[src/rtl/rtc_regs.svh]
// register offsets, field positions and timing constants for the clock and calendar unit
`ifndef RTC_REGS_SVH
`define RTC_REGS_SVH

`define RTC_OFF_CFG        8'h00
`define RTC_OFF_PAD        8'h04
`define RTC_OFF_TIME       8'h08
`define RTC_OFF_ALCFG      8'h0c
`define RTC_OFF_ALVAL      8'h10
`define RTC_OFF_KEY        8'h14

`define RTC_CFG_EN         15
`define RTC_CFG_WREN       13
`define RTC_CFG_SYNC       12
`define RTC_CFG_HALF       11
`define RTC_CFG_OE         10
`define RTC_PAD_SEL        1

`define RTC_KEY_FIRST      8'h55
`define RTC_KEY_SECOND     8'haa

`define RTC_XTAL_HZ        32768
`define RTC_SYNC_TICKS     32
`define RTC_UNLOCK_CYC     8
`define RTC_CAL_SHIFT      2

`define RTC_MASK_SEC       8'h7f
`define RTC_MASK_HR        8'h3f
`define RTC_MASK_WDAY      8'h07
`define RTC_MASK_DAY       8'h3f
`define RTC_MASK_MTH       8'h1f
`define RTC_MASK_YR        8'hff

`define RTC_LAST_SEC       8'h59
`define RTC_LAST_HR        8'h23
`define RTC_LAST_WDAY      8'h06
`define RTC_LAST_MTH       8'h12
`define RTC_LAST_YR        8'h99
`define RTC_FIRST_DAY      8'h01
`define RTC_FEB            8'h02

`endif

[src/rtl/rtc_pkg.sv]
// types shared by the clock and calendar unit
package rtc_pkg;

  typedef struct packed {
    logic [7:0] yr;
    logic [7:0] mth;
    logic [7:0] day;
    logic [7:0] wday;
    logic [7:0] hr;
    logic [7:0] min;
    logic [7:0] sec;
  } time_t;

  // same bit layout as the alarm configuration word
  typedef struct packed {
    logic       en;
    logic       chime;
    logic [3:0] mask;
    logic [1:0] ptr;
    logic [7:0] rpt;
  } alarm_cfg_t;

  typedef struct packed {
    logic       en;
    logic       wren;
    logic       oe;
    logic [1:0] ptr;
    logic [7:0] cal;
  } clk_cfg_t;

  typedef enum logic [2:0] {
    KEY_IDLE  = 3'b001,
    KEY_ARMED = 3'b010,
    KEY_OPEN  = 3'b100
  } key_state_t;

endpackage : rtc_pkg

[src/rtl/bcd_clock_calendar_ctrl.sv]
// bcd clock and calendar with alarm, write lock and drift trim, behind an ahb-lite slave
`timescale 1ns/1ps
`default_nettype none
`include "rtc_regs.svh"

module bcd_clock_calendar_ctrl #(
  parameter int XTAL_HZ = `RTC_XTAL_HZ
) (
  // clock and reset
  input  wire logic        hclk,
  input  wire logic        hresetn,
  // ahb-lite slave
  input  wire logic        hsel,
  input  wire logic [7:0]  haddr,
  input  wire logic [1:0]  htrans,
  input  wire logic        hwrite,
  input  wire logic [2:0]  hsize,
  input  wire logic        hready,
  input  wire logic [31:0] hwdata,
  output logic      [31:0] hrdata,
  output logic             hreadyout,
  output logic             hresp,
  // crystal and output pin
  input  wire logic        xtal_in,
  output logic             pin_out,
  output logic             pin_oe
);

  localparam logic signed [18:0] PRE_LAST = 19'(XTAL_HZ - 1);
  localparam logic signed [18:0] PRE_HALF = 19'(XTAL_HZ / 2);
  localparam logic signed [18:0] PRE_SYNC = 19'(XTAL_HZ - `RTC_SYNC_TICKS);
  localparam logic [3:0]         UNL_CYC  = 4'(`RTC_UNLOCK_CYC);

  function automatic logic [7:0] bcd_inc(input logic [7:0] v);
    bcd_inc = (v[3:0] >= 4'h9) ? {4'(v[7:4] + 4'h1), 4'h0} : {v[7:4], 4'(v[3:0] + 4'h1)};
  endfunction : bcd_inc

  function automatic logic [1:0] ptr_dec(input logic [1:0] p);
    ptr_dec = (p == 2'b00) ? 2'b00 : 2'(p - 2'b01);
  endfunction : ptr_dec

  // every fourth year in bcd, 2000 included
  function automatic logic [7:0] last_day(input logic [7:0] mth, input logic [7:0] yr);
    logic leap;
    leap = yr[4] ? (yr[3:0] == 4'h2 || yr[3:0] == 4'h6)
                 : (yr[3:0] == 4'h0 || yr[3:0] == 4'h4 || yr[3:0] == 4'h8);
    unique case (mth)
      `RTC_FEB:                      last_day = leap ? 8'h29 : 8'h28;
      8'h04, 8'h06, 8'h09, 8'h11:    last_day = 8'h30;
      default:                       last_day = 8'h31;
    endcase
  endfunction : last_day

  // >= comparisons keep a bad software value from running away
  function automatic rtc_pkg::time_t advance(input rtc_pkg::time_t t);
    rtc_pkg::time_t r;
    r = t;
    if (t.sec >= `RTC_LAST_SEC)
    begin
      r.sec = 8'h00;
      if (t.min >= `RTC_LAST_SEC)
      begin
        r.min = 8'h00;
        if (t.hr >= `RTC_LAST_HR)
        begin
          r.hr   = 8'h00;
          r.wday = (t.wday >= `RTC_LAST_WDAY) ? 8'h00 : bcd_inc(t.wday);
          if (t.day >= last_day(t.mth, t.yr))
          begin
            r.day = `RTC_FIRST_DAY;
            if (t.mth >= `RTC_LAST_MTH)
            begin
              r.mth = `RTC_FIRST_DAY;
              r.yr  = (t.yr >= `RTC_LAST_YR) ? 8'h00 : bcd_inc(t.yr);
            end
            else
              r.mth = bcd_inc(t.mth);
          end
          else
            r.day = bcd_inc(t.day);
        end
        else
          r.hr = bcd_inc(t.hr);
      end
      else
        r.min = bcd_inc(t.min);
    end
    else
      r.sec = bcd_inc(t.sec);
    advance = r;
  endfunction : advance

  // state
  rtc_pkg::clk_cfg_t   cfg_r;
  rtc_pkg::alarm_cfg_t alcfg_r;
  rtc_pkg::time_t      time_r;
  rtc_pkg::time_t      alval_r;
  rtc_pkg::key_state_t key_r;
  logic [3:0]          unl_cnt_r;
  logic                src_sel_r;
  logic signed [18:0]  pre_r;
  logic [2:0]          xs_r;
  logic                chk_r;
  logic                alarm_pulse_r;
  logic                pin_out_r;
  logic                dp_wr_r;
  logic [7:0]          dp_addr_r;
  logic [31:0]         rdata_r;

  // bus decode
  wire        ap_take   = hsel && htrans[1] && hready;
  wire        ap_rd     = ap_take && !hwrite;
  wire        wr_en     = dp_wr_r;
  wire [15:0] wd        = hwdata[15:0];
  wire        wr_cfg    = wr_en && dp_addr_r == `RTC_OFF_CFG;
  wire        wr_pad    = wr_en && dp_addr_r == `RTC_OFF_PAD;
  wire        wr_time   = wr_en && dp_addr_r == `RTC_OFF_TIME;
  wire        wr_alcfg  = wr_en && dp_addr_r == `RTC_OFF_ALCFG;
  wire        wr_alval  = wr_en && dp_addr_r == `RTC_OFF_ALVAL;
  wire        wr_key    = wr_en && dp_addr_r == `RTC_OFF_KEY;
  wire        rd_time   = ap_rd && haddr == `RTC_OFF_TIME;
  wire        rd_alval  = ap_rd && haddr == `RTC_OFF_ALVAL;
  wire        time_ok   = wr_time && cfg_r.wren;

  // crystal timing
  wire        xtal_rise = xs_r[1] && !xs_r[2];
  wire        tick      = cfg_r.en && xtal_rise;
  wire        sec_tick  = tick && pre_r >= PRE_LAST;
  wire        half_tick = tick && pre_r == PRE_HALF - 19'sd1;
  wire        half_flag = pre_r >= PRE_HALF;
  wire        sync_flag = cfg_r.en && pre_r >= PRE_SYNC;
  wire        min_roll  = time_r.sec >= `RTC_LAST_SEC;
  wire signed [18:0] cal_start = {{9{cfg_r.cal[7]}}, cfg_r.cal, 2'b00};

  // alarm compare against the freshly advanced time
  wire        eq_s1  = time_r.sec[3:0] == alval_r.sec[3:0];
  wire        eq_s   = time_r.sec == alval_r.sec;
  wire        eq_m1  = time_r.min[3:0] == alval_r.min[3:0];
  wire        eq_ms  = eq_s && time_r.min == alval_r.min;
  wire        eq_hms = eq_ms && time_r.hr == alval_r.hr;
  wire        eq_dom = eq_hms && time_r.day == alval_r.day;
  logic       match;
  always_comb
  begin
    unique case (alcfg_r.mask)
      4'h0:    match = 1'b1;
      4'h1:    match = 1'b1;
      4'h2:    match = eq_s1;
      4'h3:    match = eq_s;
      4'h4:    match = eq_s && eq_m1;
      4'h5:    match = eq_ms;
      4'h6:    match = eq_hms;
      4'h7:    match = eq_hms && time_r.wday == alval_r.wday;
      4'h8:    match = eq_dom;
      4'h9:    match = eq_dom && time_r.mth == alval_r.mth;
      default: match = 1'b0;
    endcase
  end
  // the half-second code also fires at the mid-second point
  wire alarm_event = alcfg_r.en && match && (chk_r || (alcfg_r.mask == 4'h0 && half_tick));

  // read multiplexers
  logic [15:0] time_win;
  logic [15:0] alarm_win;
  always_comb
  begin
    unique case (cfg_r.ptr)
      2'b00: time_win = {time_r.min, time_r.sec};
      2'b01: time_win = {time_r.wday, time_r.hr};
      2'b10: time_win = {time_r.mth, time_r.day};
      2'b11: time_win = {8'h00, time_r.yr};
    endcase
    unique case (alcfg_r.ptr)
      2'b00: alarm_win = {alval_r.min, alval_r.sec};
      2'b01: alarm_win = {alval_r.wday, alval_r.hr};
      2'b10: alarm_win = {alval_r.mth, alval_r.day};
      2'b11: alarm_win = 16'h0000;
    endcase
  end
  wire [15:0] cfg_word = {cfg_r.en, 1'b0, cfg_r.wren, sync_flag, half_flag, cfg_r.oe, cfg_r.ptr, cfg_r.cal};
  logic [15:0] rd_word;
  always_comb
  begin
    unique case (haddr)
      `RTC_OFF_CFG:   rd_word = cfg_word;
      `RTC_OFF_PAD:   rd_word = {14'h0000, src_sel_r, 1'b0};
      `RTC_OFF_TIME:  rd_word = time_win;
      `RTC_OFF_ALCFG: rd_word = alcfg_r;
      `RTC_OFF_ALVAL: rd_word = alarm_win;
      default:        rd_word = 16'h0000;
    endcase
  end

  assign hrdata    = rdata_r;
  assign hreadyout = 1'b1;
  assign hresp     = 1'b0;
  assign pin_out   = pin_out_r;
  assign pin_oe    = cfg_r.oe;

  // bus pipeline
  always_ff @(posedge hclk or negedge hresetn)
  begin
    if (!hresetn)
    begin
      dp_wr_r   <= 1'b0;
      dp_addr_r <= 8'h00;
      rdata_r   <= 32'h0000_0000;
    end
    else
    begin
      dp_wr_r   <= ap_take && hwrite;
      dp_addr_r <= haddr;
      if (ap_rd)
        rdata_r <= {16'h0000, rd_word};
    end
  end

  // unlock sequence; the open window is spent by the very next write
  rtc_pkg::key_state_t key_nxt;
  always_comb
  begin
    key_nxt = key_r;
    if (wr_key)
      key_nxt = (wd[7:0] == `RTC_KEY_FIRST) ? rtc_pkg::KEY_ARMED
              : (key_r == rtc_pkg::KEY_ARMED && wd[7:0] == `RTC_KEY_SECOND) ? rtc_pkg::KEY_OPEN
              : rtc_pkg::KEY_IDLE;
    else if (key_r == rtc_pkg::KEY_OPEN && (wr_en || unl_cnt_r == 4'h0))
      key_nxt = rtc_pkg::KEY_IDLE;
  end
  always_ff @(posedge hclk or negedge hresetn)
  begin
    if (!hresetn)
    begin
      key_r     <= rtc_pkg::KEY_IDLE;
      unl_cnt_r <= 4'h0;
    end
    else
    begin
      key_r     <= key_nxt;
      unl_cnt_r <= (key_nxt == rtc_pkg::KEY_OPEN && key_r != rtc_pkg::KEY_OPEN) ? UNL_CYC
                 : (unl_cnt_r != 4'h0) ? 4'(unl_cnt_r - 4'h1) : 4'h0;
    end
  end

  // configuration and trim register
  always_ff @(posedge hclk or negedge hresetn)
  begin
    if (!hresetn)
    begin
      cfg_r     <= '0;
      src_sel_r <= 1'b0;
    end
    else
    begin
      if (wr_cfg)
      begin
        if (cfg_r.wren)
          cfg_r.en <= wd[`RTC_CFG_EN];
        cfg_r.wren <= wd[`RTC_CFG_WREN] && (cfg_r.wren || key_r == rtc_pkg::KEY_OPEN);
        cfg_r.oe   <= wd[`RTC_CFG_OE];
        cfg_r.ptr  <= wd[9:8];
        cfg_r.cal  <= wd[7:0];
      end
      else if (wr_time || rd_time)
        cfg_r.ptr <= ptr_dec(cfg_r.ptr);
      if (wr_pad)
        src_sel_r <= wd[`RTC_PAD_SEL];
    end
  end

  // crystal synchroniser, prescaler with per-minute trim
  always_ff @(posedge hclk or negedge hresetn)
  begin
    if (!hresetn)
    begin
      xs_r  <= 3'b000;
      pre_r <= 19'sd0;
    end
    else
    begin
      xs_r <= {xs_r[1:0], xtal_in};
      if (time_ok && cfg_r.ptr == 2'b00)
        pre_r <= 19'sd0;
      else if (sec_tick)
        pre_r <= min_roll ? cal_start : 19'sd0;
      else if (tick)
        pre_r <= 19'(pre_r + 19'sd1);
    end
  end

  // time fields; a software write wins over a same-cycle second carry
  always_ff @(posedge hclk or negedge hresetn)
  begin
    if (!hresetn)
    begin
      time_r     <= '0;
      time_r.day <= `RTC_FIRST_DAY;
      time_r.mth <= `RTC_FIRST_DAY;
    end
    else if (time_ok)
    begin
      unique case (cfg_r.ptr)
        2'b00:
        begin
          time_r.min <= wd[15:8] & `RTC_MASK_SEC;
          time_r.sec <= wd[7:0] & `RTC_MASK_SEC;
        end
        2'b01:
        begin
          time_r.wday <= wd[15:8] & `RTC_MASK_WDAY;
          time_r.hr   <= wd[7:0] & `RTC_MASK_HR;
        end
        2'b10:
        begin
          time_r.mth <= wd[15:8] & `RTC_MASK_MTH;
          time_r.day <= wd[7:0] & `RTC_MASK_DAY;
        end
        2'b11: time_r.yr <= wd[7:0] & `RTC_MASK_YR;
      endcase
    end
    else if (sec_tick)
      time_r <= advance(time_r);
  end

  // alarm configuration and values
  always_ff @(posedge hclk or negedge hresetn)
  begin
    if (!hresetn)
    begin
      alcfg_r <= '0;
      alval_r <= '0;
    end
    else
    begin
      if (wr_alcfg)
        alcfg_r <= wd;
      else
      begin
        if (alarm_event)
        begin
          if (alcfg_r.rpt != 8'h00)
            alcfg_r.rpt <= 8'(alcfg_r.rpt - 8'h01);
          else if (alcfg_r.chime)
            alcfg_r.rpt <= 8'hff;
          else
            alcfg_r.en <= 1'b0;
        end
        if (wr_alval || rd_alval)
          alcfg_r.ptr <= ptr_dec(alcfg_r.ptr);
      end
      if (wr_alval)
      begin
        unique case (alcfg_r.ptr)
          2'b00:
          begin
            alval_r.min <= wd[15:8] & `RTC_MASK_SEC;
            alval_r.sec <= wd[7:0] & `RTC_MASK_SEC;
          end
          2'b01:
          begin
            alval_r.wday <= wd[15:8] & `RTC_MASK_WDAY;
            alval_r.hr   <= wd[7:0] & `RTC_MASK_HR;
          end
          2'b10:
          begin
            alval_r.mth <= wd[15:8] & `RTC_MASK_MTH;
            alval_r.day <= wd[7:0] & `RTC_MASK_DAY;
          end
          2'b11: alval_r.yr <= alval_r.yr;
        endcase
      end
    end
  end

  // alarm pulse lasts until the next half-second or whole-second point, whichever comes first
  always_ff @(posedge hclk or negedge hresetn)
  begin
    if (!hresetn)
    begin
      chk_r         <= 1'b0;
      alarm_pulse_r <= 1'b0;
      pin_out_r     <= 1'b0;
    end
    else
    begin
      chk_r         <= sec_tick;
      alarm_pulse_r <= alarm_event || (alarm_pulse_r && !half_tick && !sec_tick);
      pin_out_r     <= cfg_r.oe && (src_sel_r ? (cfg_r.en && !half_flag) : alarm_pulse_r);
    end
  end
endmodule : bcd_clock_calendar_ctrl

`default_nettype wire

[config.mk]
export PLATFORM = sky130hd
export DESIGN_NAME = bcd_clock_calendar_ctrl
export DESIGN_NICKNAME = d
export VERILOG_FILES = /design/src/rtl/rtc_pkg.sv /design/src/rtl/bcd_clock_calendar_ctrl.sv
export VERILOG_INCLUDE_DIRS = /design/src /design/src/rtl
export SDC_FILE = /design/constraint.sdc
export NUM_CORES = 1
export LEC_CHECK = 0
export BUFFER_PORTS_ARGS = -buffer_cell sky130_fd_sc_hd__buf_2
export CAP_MARGIN = 5
export CORE_MARGIN = 1
export CORE_UTILIZATION = 61
export CTS_CLUSTER_SIZE = 8
export DETAILED_ROUTE_END_ITERATION = 10
export PLACE_DENSITY = 0.84
export RECOVER_POWER = 25
export SLEW_MARGIN = 20
export SYNTH_ARGS = -nofsm -noshare
export SYNTH_HDL_FRONTEND = slang
export SYNTH_SLANG_ARGS = --single-unit
[constraint.sdc]
create_clock -name hclk -period 4.95 [get_ports hclk]
set_input_delay 0.495 -clock hclk [delete_from_list [all_inputs] [get_ports hclk]]
set_output_delay 0.495 -clock hclk [all_outputs]
set_load 0.005 [all_outputs]
==> impl_results.rst <==
.. list-table::
   :header-rows: 1

   * - Metric
     - Value
   * - Setup repair after global routing missed its margin
     - false
   * - GRT Residual Overflow
     - 0
   * - Total length of routed wires
     - 30,000 µm
   * - Total routing resource utilization after global routing
     - 34.2%
   * - Dominant combinational cell family by area after synthesis
     - compound AO/OA/AOI/OAI gates
   * - Count of flip-flops with a built-in enable after synthesis
     - 0
   * - Cell area power density
     - 270 mW/mm²
   * - Clock tree from TritonCTS
     - built
   * - Most frequent cells after synthesis
     - dfrtp_1, nand2_1, o21ai_0, nor2_1, a21oi_1
   * - Levels on crit path
     - 16
   * - Adder-Cell Fraction of Synth Area
     - 5.56%
   * - Multiplexer share of the synthesized area
     - 9.88%
   * - Iter 0 DRT Violations
     - 973
   * - Initial core utilization
     - 62.4%
   * - Slew HR
     - -79.3%
   * - Minimum clock period after layout
     - 4150 ps
   * - Multi-input gate area
     - 0.00591 mm²
   * - Clock Power Share
     - 45.8%
   * - FFs w/ async S/R, synth
     - 100%
   * - Antenna violations before repair
     - 0
   * - Violated checks
     - max-capacitance violations, max-slew violations
   * - Post-CTS Setup Bufs
     - 0
   * - Min-delay worst type
     - in -> reg
   * - Setup-violating endpoint count in the final report
     - 0
   * - Most common cell on crit path
     - o21ai_0
   * - Met2 WL post-DR
     - 14,500 µm
   * - Avg Synthesized Cell Area
     - 9.36 µm²
   * - Largest area contributor in the synthesized netlist
     - dfrtp_1
   * - Maximum clock frequency
     - 241 MHz
   * - Worst reg2reg path depth
     - 16
   * - Cell type of the slowest stage on the worst timing path
     - dfstp_2
   * - Area post-placement
     - 0.0112 mm²
   * - Min Hold Slack
     - 155 ps
   * - Power share of the combinational group
     - 6.1%
   * - Post-route clock skew
     - 7.66 ps
   * - Biggest cell delay along the critical path
     - 620 ps
   * - Die Footprint
     - 0.0182 mm²
   * - Global-route wire length before repair
     - 47,500 µm
   * - Pint
     - 0.00243 W
   * - Number of optimization iterations in the first detailed-route pass
     - 5
   * - Distinct cell type count of the synthesized netlist
     - 80
   * - Max-capacitance violation count
     - 1
   * - Power share of the sequential group
     - 48.2%
   * - Final setup TNS
     - 0 ps
   * - Antenna diodes
     - 0
   * - DR vias/cell
     - 6.66
   * - Flip-flop and latch count after synthesis
     - 177
   * - Clock slew at the register clock pins of the worst setup and hold paths
     - 70 ps
   * - Worst setup path class
     - reg -> reg
   * - Routed WL per cell
     - 21.1 µm
   * - Number of hold buffers added after cts
     - 0
   * - Post-synthesis instance area
     - 0.0108 mm²
   * - Worst path top cell family by delay
     - compound AO/OA/AOI/OAI gates
   * - Post-route insts no fill
     - 1,420
   * - Met3 WL post-DR
     - 2670 µm
   * - Worst hold path depth
     - 1
   * - Req. time, crit path
     - 5260 ps
   * - Buffers and inverters on the worst path
     - 2
   * - Clock root buffer master
     - clkbuf_16
   * - Port Buffer Count
     - 48
   * - Reg2Reg Setup Slack
     - 800 ps
   * - Worst Max-Slew Pin Slew
     - 2690 ps
   * - Post-synthesis simple-gate area fraction
     - 16.3%
   * - Clock latency at the later pin of the worst-skew pair
     - 440 ps
   * - Area inside the core boundary
     - 0.0173 mm²
   * - Number of standard cells after synthesis
     - 1,154
   * - Cell types occupying the most area after synthesis
     - dfrtp_1, ha_1, mux2_2
   * - Proportion of total power due to net switching
     - 23.9%
   * - Crit-path cells
     - inv_1 -> ha_1 -> o21ai_0 -> o21ai_0 -> a32oi_1 -> nor3_1 -> mux2i_1 -> ha_1 -> or4b_2 -> a21o_1 -> a21oi_1 -> o21ai_0 -> a31oi_1 -> buf_4 -> or2_0 -> o21ai_0
   * - Count of nets after finishing
     - 1,281
   * - Cells resized by post-CTS repair
     - 0
   * - Kind of end point of the critical path
     - flip-flop
   * - Via count of the first global-routing pass
     - 8,993
   * - Antenna-violating nets left
     - 0
   * - Proportion of synthesized chip area in sequential cells
     - 41.0%
   * - TritonCTS Buffers
     - 17
   * - Xor and xnor area share after synthesis
     - 2.76%
   * - M1 WL
     - 11,700 µm
   * - Non-Filler Cell Area, Final
     - 0.0118 mm²
   * - Placed wire-length estimate
     - 21,500 µm
   * - FF/Latch Area
     - 0.00443 mm²
   * - Primary FF master, synth
     - dfrtp_1
   * - Die H
     - 135 µm
   * - Maximum fanout encountered on the critical timing path
     - 8
   * - Crit start category
     - flip-flop
   * - Final Slew Violations
     - 108
   * - Share of layout cells above drive strength 1
     - 14.9%
   * - Number of placement rows
     - 48
   * - Compound-gate portion of the synthesized area
     - 19.2%
   * - Top layer in use
     - met4
   * - Sinks on the clock net
     - 177
   * - Pin count of the biggest net entering global routing
     - 108
   * - Ys Warns
     - 0
   * - Placed insts
     - 1,388
   * - Filler cell count in the final layout
     - 1,322
   * - Width of the die
     - 135 µm
   * - Static power due to leakage
     - 5.16 nW
   * - Number of levels in the clock H-tree
     - 4
   * - Maximum clock path buffer count
     - 2
   * - Arrival time of data at the critical path endpoint
     - 4460 ps
   * - Post-synth top area share
     - 40.3%
   * - Final hold violation count
     - 0
   * - Result of the run
     - complete, but fails checks
   * - Count leader, synth
     - dfrtp_1
   * - Residual DRC
     - 0
   * - Fin crit share
     - 83.9%
   * - Count of pins on the block boundary
     - 87
   * - Total via count in the routed design
     - 9,454
   * - Max IR drop VDD
     - 0.251 mV
   * - Synthesis-to-finish area growth
     - 9.39%
   * - Final estimated routing congestion in global placement
     - 0.954
   * - Switching component of the power
     - 0.000764 W
==> stage by stage <==
step           util, %  setup WS [ps]  total power, W
2_1_floorplan        -           1210         0.00166
6_report          68.3            799         0.00319
5_1_grt           68.3            479         0.00330
3_5_place_dp      64.6            938         0.00175
4_1_cts           68.3            901         0.00319
3_3_place_gp      64.6            988         0.00175
==> power groups by stage <==
stage               clock network, W  registers (W)  logic [W]
floorplan                          0        0.00155   0.000103
global placement                   0        0.00156   0.000185
detailed placement                 0        0.00156   0.000191
CTS                          0.00146        0.00154   0.000193
global route                 0.00154        0.00154   0.000218
finish                       0.00146        0.00154   0.000194
==> area by class of cell <==
type / instances / area share (%)
Multi-Input combinational cell: 864 / 50.0
Sequential cell: 177 / 37.5
Clock buffer: 19 / 3.83
Timing Repair Buffer: 59 / 2.67
Tap cell: 225 / 2.38
Inverter: 63 / 2.00
Clock inverter: 13 / 1.56
==> flip-flops by register name, summed over array words and instances (netlist names) <==
signal and count:
alarm_pulse_r 1, alcfg_r 16, alval_r 34, cal_start 8, cfg_r 4, chk_r 1, dp_addr_r 8, dp_wr_r 1
hrdata 16, key_r 3, pin_oe 1, pin_out 1, pre_r 19, src_sel_r 1, time_r 56, unl_cnt_r 4
xs_r 3
==> logic make-up after synthesis <==
kind of cell / Yosys count
compound gates: 318
xor+xnor: 34
fa+ha+maj: 48
buf+inv: 129
flops: 177
mux: 90
other cells: 2
simple gates: 356
==> cells in the final DEF, fill, tap and decap left out, types with 17 or more instances in the layout <==
master and count:
a21oi_1 70, a31oi_1 17, buf_2 41, clkbuf_16 17, conb_1 18, dfrtp_1 174, ha_1 48, inv_1 63
mux2_2 53, mux2i_1 29, nand2_1 98, nand3_1 34, nor2_1 86, nor3_1 30, o21ai_0 94, xnor2_1 18
==> final timing paths <==
kind	from	to
hold reg to reg	xs_r[0]	xs_r[1]
setup / recovery	time_r[40]	time_r[50]
setup reg to reg	time_r[40]	time_r[50]
min in group asynchronous	hresetn	unl_cnt_r[3]
max in group asynchronous	hresetn	time_r[32]
hold / removal	xtal_in	xs_r[0]
==> routing by layer <==
layer / track usage (%) / up-vias
li1: - / 4239
met1: 44.2 / 4595
met2: 55.8 / 524
met3: 6.16 / 96
met4: 16.0 / 0
met5: 0 / -
==> worst register-to-register path: cells and delay by family (launching register included) <==
| family | cells | cell delay, ps |
|---|---|---|
| AO/OA/AOI/OAI | 8 | 1420 |
| AND/OR/NAND/NOR | 3 | 1040 |
| flip-flops | 1 | 620 |
| adder cells (fa/ha/maj) | 2 | 490 |
| buffers and inverters | 2 | 290 |
| multiplexers | 1 | 140 |
(Power assumes the default switching activity.)
